### config.mk
export PLATFORM = sky130hd
export DESIGN_NAME = msd_top
export DESIGN_NICKNAME = d
export VERILOG_FILES = /design/src/msd_pkg.sv /design/src/msd_top.sv
export VERILOG_INCLUDE_DIRS = /design/src
export SDC_FILE = /design/constraint.sdc
export NUM_CORES = 1
export LEC_CHECK = 0
export BUFFER_PORTS_ARGS = -buffer_cell sky130_fd_sc_hd__buf_2
export CORE_MARGIN = 4
export CORE_UTILIZATION = 45
export DETAILED_ROUTE_END_ITERATION = 8
export GPL_ROUTABILITY_DRIVEN = 0
export PLACE_DENSITY_LB_ADDON = 0.05
export SLEW_MARGIN = 0
export SYNTH_ARGS = -nofsm -noshare
export SYNTH_HDL_FRONTEND = slang
export SYNTH_SLANG_ARGS = --single-unit
### constraint.sdc
create_clock -name pclk -period 4.6 [get_ports pclk]
set_input_delay 0.46 -clock pclk [delete_from_list [all_inputs] [get_ports pclk]]
set_output_delay 0.46 -clock pclk [all_outputs]
set_load 0.01 [all_outputs]
### src/msd_cfg.svh
// Constants for the motor load measure and stall detect block.
// Assumes inclusion by msd_pkg.sv and msd_top.sv by bare name.
`ifndef MSD_CFG_SVH
`define MSD_CFG_SVH
// ************
// Register byte offsets
// ************
`define MSD_ADDR_CTRL 8'h00
`define MSD_ADDR_STATUS 8'h04
`define MSD_ADDR_INT_STAT 8'h08
`define MSD_ADDR_INT_MASK 8'h0C
// ************
// Field positions
// ************
`define MSD_CTRL_OFFS_MSB 6
`define MSD_CTRL_FILT_BIT 8
`define MSD_STAT_LOAD_MSB 9
`define MSD_STAT_STALL_BIT 16
`define MSD_STAT_SA_BIT 17
`define MSD_INT_UPD_BIT 0
`define MSD_INT_STALL_BIT 1
// ************
// Reset values and arithmetic constants
// ************
`define MSD_CTRL_OFFS_RST 7'h00
`define MSD_CTRL_FILT_RST 1'h0
`define MSD_INT_RST 2'h0
`define MSD_LOAD_RST 10'h3FF
`define MSD_LOAD_MAX 13'sh03FF
`define MSD_SA_OFFSET 7'h02
`define MSD_OFFS_SHIFT 5
`define MSD_FILT_LAST 2'h3
`define MSD_FILT_FIRST 2'h0
`endif

### src/msd_pkg.sv
// Types for the motor load measure and stall detect block.
// Assumes msd_cfg.svh is on the include path.
`include "msd_cfg.svh"
package msd_pkg;
   typedef logic [9:0] msd_load_t;
   typedef logic signed [6:0] msd_offs_t;
   typedef logic signed [12:0] msd_wide_t;
   typedef logic [1:0] msd_int_t;
   typedef logic [7:0] msd_addr_t;
endpackage

### src/msd_top.sv
// Motor load measurement and stall detection with an APB register slave.
// Assumes full-step strobe and raw measurement come from logic on pclk;
// the standalone strap pin is asynchronous.
//
// Behaviour
// - A 7-bit signed offset sets the stall trip point and shifts the load value range.
// - Offset zero is neutral, positive offsets lower sensitivity, negative ones raise it.
// - With the filter bit set four measurements are averaged per update, else none.
// - The load value is a 10-bit unsigned status field from 0 to 1023.
// - The load value falls as load rises, zero meaning highest load.
// - Unfiltered, the load value refreshes once per full step.
// - The stall output is high while the load value is zero.
// - In standalone mode a fixed offset of 2 replaces the programmed one.
`timescale 1ns/1ns
`include "msd_cfg.svh"
module msd_top (
   // Clock and reset
   input wire logic pclk,
   input wire logic presetn,
   // APB slave
   input wire logic psel,
   input wire logic penable,
   input wire logic pwrite,
   input wire msd_pkg::msd_addr_t paddr,
   input wire logic [31:0] pwdata,
   input wire logic [3:0] pstrb,
   output logic [31:0] prdata,
   output logic pready,
   output logic pslverr,
   // Measurement source
   input wire logic fullstep_pulse,
   input wire msd_pkg::msd_load_t raw_load,
   // Pins and interrupt
   input wire logic standalone_pin,
   output logic stall_flag_out,
   output logic irq
);
   import msd_pkg::*;

   // ************
   // Functions
   // ************
   // Saturate instead of wrap so a big offset never flips load to light
   function automatic msd_load_t msd_clamp(input msd_wide_t v);
      msd_load_t r;
      if (v < 13'sh0000) begin
         r = '0;
      end else if (v > `MSD_LOAD_MAX) begin
         r = msd_load_t'(`MSD_LOAD_MAX);
      end else begin
         r = v[9:0];
      end
      return r;
   endfunction

   function automatic msd_wide_t msd_apply(input msd_load_t raw, input msd_offs_t offs);
      msd_wide_t o;
      o = msd_wide_t'(offs) <<< `MSD_OFFS_SHIFT;
      return msd_wide_t'({3'h0, raw}) + o;
   endfunction

   function automatic logic msd_hit(input msd_addr_t a);
      return (a == `MSD_ADDR_CTRL) || (a == `MSD_ADDR_STATUS) ||
             (a == `MSD_ADDR_INT_STAT) || (a == `MSD_ADDR_INT_MASK);
   endfunction

   // ************
   // Strap synchroniser
   // ************
   logic sa_s1_r, sa_s2_r, sa_s3_r, sa_r;
   logic sa_nxt;

   always_comb begin
      sa_nxt = sa_r;
      if (sa_s2_r == sa_s3_r) begin
         sa_nxt = sa_s3_r;
      end
   end

   always_ff @(posedge pclk or negedge presetn) begin
      if (!presetn) begin
         sa_s1_r <= 1'b0;
         sa_s2_r <= 1'b0;
         sa_s3_r <= 1'b0;
         sa_r <= 1'b0;
      end else begin
         sa_s1_r <= standalone_pin;
         sa_s2_r <= sa_s1_r;
         sa_s3_r <= sa_s2_r;
         sa_r <= sa_nxt;
      end
   end

   // ************
   // APB decode
   // ************
   logic acc_ph, wr_ph, setup_ph;
   assign acc_ph = psel & penable;
   assign wr_ph = acc_ph & pwrite & msd_hit(paddr);
   assign setup_ph = psel & ~penable;
   // Zero wait state: read data is built during setup
   assign pready = 1'b1;
   assign pslverr = acc_ph & ~msd_hit(paddr);

   // ************
   // Control registers
   // ************
   msd_offs_t offs_r, offs_nxt;
   logic filt_r, filt_nxt;
   msd_int_t mask_r, mask_nxt;

   always_comb begin
      offs_nxt = offs_r;
      filt_nxt = filt_r;
      mask_nxt = mask_r;
      if (wr_ph && paddr == `MSD_ADDR_CTRL) begin
         if (pstrb[0]) begin
            offs_nxt = pwdata[`MSD_CTRL_OFFS_MSB:0];
         end
         if (pstrb[1]) begin
            filt_nxt = pwdata[`MSD_CTRL_FILT_BIT];
         end
      end
      if (wr_ph && paddr == `MSD_ADDR_INT_MASK && pstrb[0]) begin
         mask_nxt = pwdata[`MSD_INT_STALL_BIT:`MSD_INT_UPD_BIT];
      end
   end

   always_ff @(posedge pclk or negedge presetn) begin
      if (!presetn) begin
         offs_r <= `MSD_CTRL_OFFS_RST;
         filt_r <= `MSD_CTRL_FILT_RST;
         mask_r <= `MSD_INT_RST;
      end else begin
         offs_r <= offs_nxt;
         filt_r <= filt_nxt;
         mask_r <= mask_nxt;
      end
   end

   // ************
   // Measurement path
   // ************
   msd_offs_t offs_eff;
   msd_load_t load_r, load_nxt;
   logic [11:0] acc_r, acc_nxt;
   logic [1:0] phase_r, phase_nxt;
   logic stall_r, stall_nxt;
   logic upd_ev;
   logic [11:0] sum4;

   // Strap overrides the register so a pin-only board still trips
   assign offs_eff = sa_r ? msd_offs_t'(`MSD_SA_OFFSET) : offs_r;
   assign sum4 = acc_r + {2'h0, raw_load};

   always_comb begin
      load_nxt = load_r;
      acc_nxt = acc_r;
      phase_nxt = phase_r;
      upd_ev = 1'b0;
      if (fullstep_pulse) begin
         if (filt_r) begin
            // Phase zero restarts the sum, so toggling the bit costs one window
            acc_nxt = (phase_r == `MSD_FILT_FIRST) ? {2'h0, raw_load} : sum4;
            phase_nxt = phase_r + 2'h1;
            if (phase_r == `MSD_FILT_LAST) begin
               load_nxt = msd_clamp(msd_apply(sum4[11:2], offs_eff));
               phase_nxt = `MSD_FILT_FIRST;
               acc_nxt = '0;
               upd_ev = 1'b1;
            end
         end else begin
            // Offset added: positive keeps value off zero longer
            load_nxt = msd_clamp(msd_apply(raw_load, offs_eff));
            phase_nxt = `MSD_FILT_FIRST;
            acc_nxt = '0;
            upd_ev = 1'b1;
         end
      end
      stall_nxt = (load_nxt == '0);
   end

   always_ff @(posedge pclk or negedge presetn) begin
      if (!presetn) begin
         load_r <= `MSD_LOAD_RST;
         acc_r <= '0;
         phase_r <= `MSD_FILT_FIRST;
         stall_r <= 1'b0;
      end else begin
         load_r <= load_nxt;
         acc_r <= acc_nxt;
         phase_r <= phase_nxt;
         stall_r <= stall_nxt;
      end
   end

   assign stall_flag_out = stall_r;

   // ************
   // Interrupts
   // ************
   msd_int_t ist_r, ist_nxt, ev;
   logic irq_r, irq_nxt;

   assign ev = {stall_nxt & ~stall_r, upd_ev};

   always_comb begin
      ist_nxt = ist_r;
      if (wr_ph && paddr == `MSD_ADDR_INT_STAT && pstrb[0]) begin
         ist_nxt = ist_nxt & ~pwdata[`MSD_INT_STALL_BIT:`MSD_INT_UPD_BIT];
      end
      // Set after clear: an event in the clear cycle survives
      ist_nxt = ist_nxt | ev;
      irq_nxt = |(ist_nxt & mask_nxt);
   end

   always_ff @(posedge pclk or negedge presetn) begin
      if (!presetn) begin
         ist_r <= `MSD_INT_RST;
         irq_r <= 1'b0;
      end else begin
         ist_r <= ist_nxt;
         irq_r <= irq_nxt;
      end
   end

   assign irq = irq_r;

   // ************
   // Read data
   // ************
   logic [31:0] rd_r, rd_nxt;

   always_comb begin
      rd_nxt = rd_r;
      if (setup_ph && !pwrite) begin
         rd_nxt = '0;
         unique case (paddr)
            `MSD_ADDR_CTRL: begin
               rd_nxt[`MSD_CTRL_OFFS_MSB:0] = offs_r;
               rd_nxt[`MSD_CTRL_FILT_BIT] = filt_r;
            end
            `MSD_ADDR_STATUS: begin
               rd_nxt[`MSD_STAT_LOAD_MSB:0] = load_r;
               rd_nxt[`MSD_STAT_STALL_BIT] = stall_r;
               rd_nxt[`MSD_STAT_SA_BIT] = sa_r;
            end
            `MSD_ADDR_INT_STAT: begin
               rd_nxt[`MSD_INT_STALL_BIT:`MSD_INT_UPD_BIT] = ist_r;
            end
            `MSD_ADDR_INT_MASK: begin
               rd_nxt[`MSD_INT_STALL_BIT:`MSD_INT_UPD_BIT] = mask_r;
            end
            default: begin
               rd_nxt = '0;
            end
         endcase
      end
   end

   always_ff @(posedge pclk or negedge presetn) begin
      if (!presetn) begin
         rd_r <= '0;
      end else begin
         rd_r <= rd_nxt;
      end
   end

   assign prdata = rd_r;

endmodule

==> results of run 1 <==
-- routing by layer --
| metal | global-route usage [%] | share of wire (%) | up-vias |
|---|---|---|---|
| met2 | 34.0 | 49 | 93 |
| li1 | - | - | 1611 |
| met3 | 2.63 | 4.7 | 10 |
| met5 | 0 | 0 | - |
| met4 | 3.83 | 0.83 | 0 |
| met1 | 27.0 | 46 | 1594 |
-- per-stage QoR --
stage / setup slack, ns / util (%) / hold slack, ns / area, sq um
after floorplan: 0.249 / - / 0.164 / 3930
after global placement: -0.268 / 52.9 / 0.340 / 4370
after detailed placement: -0.290 / 52.9 / 0.342 / 4370
after CTS: 0.00697 / 54.8 / 0.233 / 4530
after global routing: -0.128 / 56.1 / 0.234 / 4630
final: 0.140 / 56.1 / 0.238 / 4630
-- sequential cells by signal, indices dropped and copies added, names as in the netlist --
| name | flops |
|---|---|
| phase_r | 2 |
| sa_s3_r | 1 |
| offs_r | 7 |
| stall_flag_out | 1 |
| sa_r | 1 |
| irq | 1 |
| ist_r | 2 |
| filt_r | 1 |
| prdata | 12 |
| sa_s1_r | 1 |
| sa_s2_r | 1 |
| acc_r | 12 |
| load_r | 10 |
| mask_r | 2 |
-- layout by cell type, fill, tap and decap left out, types with 6 or more instances in the layout --
| master | count |
|---|---|
| o21ai_0 | 16 |
| dfrtp_1 | 44 |
| nor3_1 | 8 |
| a22o_1 | 6 |
| nand2_1 | 30 |
| nor2_1 | 25 |
| nand3_1 | 8 |
| buf_2 | 49 |
| buf_4 | 42 |
| conb_1 | 21 |
| dfstp_2 | 10 |
| inv_1 | 26 |
| clkbuf_8 | 6 |
| nor2b_1 | 11 |
| o21ai_1 | 7 |
| o22ai_1 | 8 |
| a21oi_1 | 12 |
| mux2i_1 | 13 |
| xnor2_1 | 9 |
| or2_2 | 7 |
| ha_1 | 22 |
| nand2b_1 | 7 |
| mux2_2 | 9 |
-- worst register-to-register path: cells and delay by family, from the launching register on --
kind / cells / cell delay (ns)
simple gates: 3 / 0.61
xor+xnor: 1 / 0.18
fa+ha+maj: 3 / 0.84
mux: 1 / 0.21
compound gates: 8 / 2.08
buf+inv: 1 / 0.07
flops: 1 / 0.40
-- cell families after synthesis --
group,count (synthesis)
AOI/OAI and AO/OA,109
xor gates and xnor gates,13
adders and majority gates,27
buffers and inverters,61
DFF,54
muxes,25
other,2
and+or+nand+nor,121
-- layout make-up --
class                   count  area share, %
multi-input cells         316           50.9
flip-flops and latches     54           29.5
repair buffers             91           12.1
well taps                 105           2.84
inverters                  26           2.11
clock buffers               6           1.78
clock inverters             2          0.838
-- where the power goes --
| part | internal (mW) | switching (mW) |
|---|---|---|
| clock network | 0.179 | 0.170 |
| registers | 0.497 | 0.0149 |
| logic | 0.0843 | 0.104 |
| total | 0.760 | 0.288 |
-- worst max-delay path by stage --
stage / start / endpoint / slack, ns / cells past startpoint
finish: acc_r[0] / ist_r[1] / 0.14 / 17
global route: acc_r[0] / irq / -0.13 / 18
CTS: acc_r[0] / irq / 0.007 / 18
detailed placement: raw_load[0] / irq / -0.29 / 19
global placement: raw_load[0] / irq / -0.27 / 19
floorplan: raw_load[0] / irq / 0.25 / 18
-- timing repair --
item                                    in CTS  in global routing
gates cloned                                 0                  0
buffers inserted                             2                  3
pin swaps                                    5                 15
endpoints found under the hold margin        0                  0
endpoints found under the setup margin       2                  3
resized for setup                            7                 21
==> results.cfg, run 1 <==
[route]
drtPass1Iterations = 4
wl_per_cell_um = 16.5
drtAntennaViolNets = 0
drt_wl_total_um = 9890
drtIter0Drc = 119
vias_per_cell = 5.51
drc_errors = 0
vias = 3308

[global_route]
overflow = 0
antenna_found_initial = 0
grt_pass1_wl_um = 16000
track_usage_pct = 19.8
grt_pass1_vias = 3242
grt_start_max_net_pins = 55

[synthesis]
ys_top_cells_by_count = 44 x dfrtp_1, 31 x nand2_1, 26 x inv_1
yosysWarnings = 0
synth_area_sq_um = 3860
synthMostInstantiatedCell = dfrtp_1
ys_ff_latch = 54
synth-xor-area-share_pct = 2.95
synth_top_area_share_pct = 28.6
ys_seq_area_share_pct = 35.4
syn_area_per_cell_sq_um = 9.36
synth_top_family_by_area = compound AO/OA/AOI/OAI gates
synth_compound_area_share_pct = 20.4
synth_edf_count = 0
ys.flop_type = dfrtp_1
synth-simple-area-share_pct = 16.3
muxShareOfSynthArea_pct = 7.46
synthCells = 412
ys_types = 67
synthAdderAreaFrac_pct = 9.28
synthTopCellsByArea = dfrtp_1 29%, ha_1 7.5%, dfstp_2 6.8%
synth_top_area_cell = dfrtp_1
async_reset_ff_share_pct = 100

[timing]
period_needed_ns = 4.46
report.final.slew_viol_count = 0
worstMarginPinSlew_ns = 0.701
fmax_mhz = 224
finalSetupViolCount = 0
min_period_over_period_pct = 96.9
relSlewSlack_pct = 53.3
rsz0062_at_grt = true
hold_viol = 0
tns_ns = 0
finClkSkew_ns = 0.00768

[pwr]
leakage_nw = 2.29
peakVddDrop_mv = 0.138
total_power_mw = 1.05
cellPowerDensity_nw_per_um2 = 227

[cts]
cts_buffers = 5
clock_latency_ns = 0.32
cts_tree = built
cts_sinks = 54
cts_max_path_buffers = 2
cts.clk_slew.worst_paths_ns = 0.11
htreeDepth = 2
cts_hold_buffers = 0
root_buffer = clkbuf_8

[setup_path]
cp_slowest_stage_delay_ns = 0.43
rr_startpoint = acc_r[0]
cp-end-kind = register
slowest_stage = or3b_4
path_class = register to register
cp.arrival_ns = 4.69
worstPathCellList = ha_2 > fa_2 > a211o_1 > a211oi_2 > o21ai_1 > a21oi_2 > xnor2_2 > inv_1 > ha_1 > a211o_1 > a21oi_4 > nor3_2 > mux2_1 > nand3_1 > a221o_1 > or3b_4 > o31ai_2
cp_data_required_time_ns = 4.83
timing.rr.end = ist_r[1]
critPathTopFamily = compound AO/OA/AOI/OAI gates
r2r_cells = 17
start_kind = register
path_buf_inv = 1
cp_max_fo = 4
crit_top_cell = a211o_1
rrSetupSlack_ns = 0.14

[final_layout]
multi_input_area_sq_um = 2350
nets = 581
num_antenna_cells = 0
seqCellArea_sq_um = 1360
instances_no_fill = 600
drive_above_1_share_pct = 31.3
fill_cells = 764
area_growth_pct = 20.1

[floorplan]
die_h_um = 101
core_region_area_sq_um = 8260
ios = 97
fp-row-count = 33
dieArea_sq_um = 10100
start_util_pct = 46.7
die_w_um = 101

[job]
maxCapViolCount = 0

[placed_design]
io_buffer_count = 49
dp.cells = 587
hpwl_um = 7620

[hold_path]
hp-class = input port to async pin

[outcome]
status = finished clean
(Power assumes the default switching activity.)
==> run 2: changes to the inputs <==
Settings changed: CORE_MARGIN 4 to not set, RECOVER_POWER set to 25.
==> run 2 against run 1 <==
  * The flow now finishes with violations (max-capacitance violations, max-slew violations)
  * Cell area is 0.59% lower
  * Fmax hardly changed
  * Non-clock buffer count stayed put
  * Hold slack worse by 0.0043 ns
  * Utilization is 0.33 points lower
  * Critical endpoint is now irq
  * First-iteration DRC count is 39% higher
  * Wire length is 1.1% lower
  * Sequential power hardly changed
  * Combinational power hardly changed
  * Global-route usage is 2.8 points higher
  * Sequential share of layout area is 0.18 points higher
  * Final cell count stayed put
==> results.cfg, run 2 (synthesized netlist as in run 1, its figures left out) <==
[outcome]
status = finished, violations left
violations = max-capacitance violations, max-slew violations

[final_layout]
final_common_cell = buf_2
fill_cells = 782
final_util_pct = 55.7
seqCellArea_sq_um = 1360
multi_input_area_sq_um = 2350
stdcell_area_sq_um = 4600
nets = 581
instances_no_fill = 600
area_growth_pct = 19.3
num_antenna_cells = 0
drive_above_1_share_pct = 31.1
final_cell_mix = 49 x buf_2, 44 x dfrtp_1, 41 x buf_4

[setup_path]
path_buf_inv = 0
crit_top_cell = a21oi_2
worstPathCellList = ha_2 > fa_2 > a211o_1 > a211oi_2 > o21ai_1 > a21oi_2 > o21bai_1 > a21oi_2 > xnor2_1 > ha_1 > o21ai_2 > a21oi_2 > o2111a_2 > o211ai_4 > o211ai_1 > a211oi_1 > or3b_4 > o41ai_2
worst-path-stages = 18
cp_max_fo = 4
timing.rr.end = irq
critPathTopFamily = compound AO/OA/AOI/OAI gates
cp.arrival_ns = 4.68
slowest_stage = or3b_4
cp-end-kind = register
r2r_cells = 18
rrSetupSlack_ns = 0.14
start_kind = register
critPathCapture = irq
cp_slowest_stage_delay_ns = 0.44
critPathLaunch = acc_r[0]
cp_data_required_time_ns = 4.82
path_class = register to register
rr_startpoint = acc_r[0]

[route]
vias = 3262
drtAntennaViolNets = 0
vias_per_cell = 5.44
drtPass1Iterations = 4
drc_errors = 0
wl_met1_um = 4810
top_layer = met4
wl_met2_um = 4510
routed-wl-met3_um = 301
drtIter0Drc = 166
wl_per_cell_um = 16.3
drt_wl_total_um = 9780

[floorplan]
die_h_um = 94.6
dieArea_sq_um = 8940
ios = 97
die_w_um = 94.6
fp-row-count = 33
core_region_area_sq_um = 8260
start_util_pct = 46.7

[placed_design]
dp.cells = 584
dp_slack_ns = -0.382
io_buffer_count = 49
place_area_sq_um = 4340
hpwl_um = 7360

[global_route]
track_usage_pct = 22.7
grt_pass1_wl_um = 15400
grt_pass1_vias = 3023
grt_start_max_net_pins = 55
overflow = 0
antenna_found_initial = 0

[timing]
fmax_mhz = 224
relSlewSlack_pct = -99.5
hold_viol = 0
finalSetupViolCount = 0
tns_ns = 0
period_needed_ns = 4.46
final.setup.worst_slack_ns = 0.141
min_period_over_period_pct = 96.9
report.final.slew_viol_count = 55
rsz0062_at_grt = true
finClkSkew_ns = 0.0103
worstMarginPinSlew_ns = 2.99

[cts]
cts_hold_buffers = 0
cts.clk_slew.worst_paths_ns = 0.11
root_buffer = clkbuf_8
cts_sinks = 54
cts_buffers = 5
htreeDepth = 2
cts_max_path_buffers = 2
cts_tree = built
clock_latency_ns = 0.32

[pwr]
peakVddDrop_mv = 0.124
cellPowerDensity_nw_per_um2 = 216
leakage_nw = 2.27

[hold_path]
hp-class = input port to register

[job]
maxCapViolCount = 1
-- run 2: worst min-delay path by stage --
stage              startpoint        to  slack (ns)  cells past startpoint
3_5_place_dp          sa_s1_r   sa_s2_r        0.35                      0
2_1_floorplan         presetn  acc_r[0]        0.16                      0
3_3_place_gp          sa_s1_r   sa_s2_r        0.34                      0
5_1_grt        standalone_pin   sa_s1_r        0.22                      1
6_report       standalone_pin   sa_s1_r        0.23                      1
4_1_cts        standalone_pin   sa_s1_r        0.22                      1
-- run 2: repair_timing --
| item | CTS | global route |
|---|---|---|
| gates resized for setup | 10 | 17 |
| setup buffers | 3 | 5 |
| pin swaps | 7 | 15 |
| endpoints found under the setup margin | 2 | 3 |
-- run 2: layer usage --
layer | vias to the layer above | GRT usage (%)
li1 | 1609 | -
met4 | 0 | 5.43
met1 | 1574 | 32.9
met5 | - | 0
met2 | 68 | 35.9
met3 | 11 | 2.82
-- run 2: area by class of cell --
cell class                      instances  share of cell area (%)
Clock buffer                            5                    1.50
Sequential cell                        54                    29.6
Inverter                               26                    2.12
Tap cell                              105                    2.85
Clock inverter                          3                   0.625
Multi-Input combinational cell        316                    51.2
Timing Repair Buffer                   91                    12.1
-- run 2: report_power, final --
group	internal [mW]	switching (mW)
Clock	0.113	0.183
Combinational	0.0824	0.104
Sequential	0.497	0.0153
-- run 2: worst reg2reg max path, delay by kind of cell, from the launching register on --
kind,cells,cell delay (ns)
XOR/XNOR,1,0.15
flip-flops,1,0.40
AND/OR/NAND/NOR,1,0.44
AO/OA/AOI/OAI,13,2.52
adder cells (fa/ha/maj),3,0.85
-- run 2: through the flow --
stage	hold slack (ns)	power (mW)
final	0.234	0.994
after global routing	0.223	1.05
after CTS	0.221	1.00
after detailed placement	0.347	0.697
after global placement	0.341	0.693
after floorplan	0.164	0.628
==> run 3: changes to the inputs <==
Settings changed: PLACE_DENSITY set to 0.79, PLACE_DENSITY_LB_ADDON 0.05 to not set.
==> run 3 against run 2 <==
  * The run still ends with max-capacitance violations, max-slew violations left
  * Sequential cell count did not move
  * Count of clock-buffer cells in the layout did not move
  * Wire length fell by 3.3%
  * First-iteration DRC count rose by 54%
  * Register-to-register slack barely moved
  * Die area did not move
  * Largest power group unchanged
  * Highest routed layer unchanged
==> results.cfg, run 3 (synthesized netlist as in run 1, its figures left out) <==
[route]
drc_errors = 0
drtPass1Iterations = 5
drt_wl_total_um = 9460
vias_per_cell = 5.68
drtIter0Drc = 256
vias = 3379
drtAntennaViolNets = 0
wl_per_cell_um = 15.9

[setup_path]
start_kind = register
worstPathCellList = ha_2 > fa_2 > a211o_1 > a211oi_2 > o21ai_1 > a21oi_2 > o21bai_1 > a21oi_2 > xnor2_1 > ha_1 > o21ai_2 > a21oi_2 > o2111a_1 > o211ai_2 > o211ai_1 > a211oi_1 > or3b_4 > o41ai_2
cp-end-kind = register
crit_top_cell = a21oi_2
rrSetupSlack_ns = 0.15
cp.arrival_ns = 4.67
cp_slowest_stage_delay_ns = 0.44
slowest_stage = or3b_4
cp_data_required_time_ns = 4.81
path_class = register to register
cp_max_fo = 4

[pwr]
cellPowerDensity_nw_per_um2 = 216
peakVddDrop_mv = 0.166
leakage_nw = 2.25

[timing]
hold_viol = 0
finClkSkew_ns = 0.0104
min_period_over_period_pct = 96.8
worstMarginPinSlew_ns = 2.94
period_needed_ns = 4.45
tns_ns = 0
relSlewSlack_pct = -95.8
rsz0062_at_grt = true
report.final.slew_viol_count = 55
finalSetupViolCount = 0
final.setup.worst_slack_ns = 0.145
fmax_mhz = 224

[final_layout]
final_cell_mix = 49 x buf_2, 44 x dfrtp_1, 36 x buf_4
final_common_cell = buf_2
stdcell_area_sq_um = 4560
num_antenna_cells = 0
final_util_pct = 55.2
nets = 576
area_growth_pct = 18.2
drive_above_1_share_pct = 31.0

[floorplan]
start_util_pct = 46.7
dieArea_sq_um = 8940
fp-row-count = 33
ios = 97
die_h_um = 94.6
die_w_um = 94.6
core_region_area_sq_um = 8260

[outcome]
violations = max-capacitance violations, max-slew violations
status = finished, violations left

[cts]
root_buffer = clkbuf_8
cts_sinks = 54
clock_latency_ns = 0.31
cts.clk_slew.worst_paths_ns = 0.10
cts_buffers = 5
htreeDepth = 2
cts_max_path_buffers = 2
cts_tree = built
cts_hold_buffers = 0

[global_route]
grt_start_max_net_pins = 55
track_usage_pct = 21.9
antenna_found_initial = 0
grt_pass1_vias = 3290
grt_pass1_wl_um = 15300
overflow = 0

[hold_path]
hp-class = input port to register

[placed_design]
hpwl_um = 7170
io_buffer_count = 49
place_area_sq_um = 4310
dp_slack_ns = -0.334

[job]
maxCapViolCount = 1
[run 3: worst max-delay path: cells and delay by family, from the launching register on]
kind / cells / cell delay (ns)
AO/OA/AOI/OAI: 13 / 2.54
XOR/XNOR: 1 / 0.15
adder cells (fa/ha/maj): 3 / 0.83
flip-flops: 1 / 0.40
AND/OR/NAND/NOR: 1 / 0.44
[run 3: path summary, 6_finish.rpt]
path / cells past startpoint / startpoint / to
max: 18 / acc_r[0] / irq
min: 1 / standalone_pin / sa_s1_r
max reg2reg: 18 / acc_r[0] / irq
min reg2reg: 0 / sa_s1_r / sa_s2_r
max in group asynchronous: 2 / presetn / acc_r[3]
min in group asynchronous: 2 / presetn / prdata[7]
[run 3: timing repair]
item,in CTS,in global routing
endpoints found under the setup margin,2,3
pin swaps,9,13
gates resized for setup,10,18
buffers inserted,2,5
[run 3: layout make-up]
| type | instances | area [sq um] |
|---|---|---|
| clock inverter | 3 | 28.8 |
| tap | 105 | 131 |
| fill | 760 | 3700 |
| clock buffer | 5 | 68.8 |
| inverter | 26 | 97.6 |
| sequential | 54 | 1360 |
| multi-input combinational | 316 | 2350 |
| timing repair buffer | 86 | 519 |
[run 3: power breakdown]
group / internal [mW] / switching [mW]
clock network: 0.113 / 0.175
logic: 0.0808 / 0.105
registers: 0.497 / 0.0158
total: 0.691 / 0.296
[run 3: routing by layer]
metal  track usage [%]  wire length, um
met2              37.9             4720
met3              3.22              516
met1              28.3             4030
met4              6.94              189
met5                 0                0
[run 3: through the flow]
step / power (mW) / std cells / hold slack, ns
2_1_floorplan: 0.628 / 431 / 0.164
3_3_place_gp: 0.686 / 580 / 0.336
3_5_place_dp: 0.692 / 580 / 0.343
4_1_cts: 0.980 / 590 / 0.248
5_1_grt: 1.03 / 595 / 0.239
6_report: 0.987 / 595 / 0.251
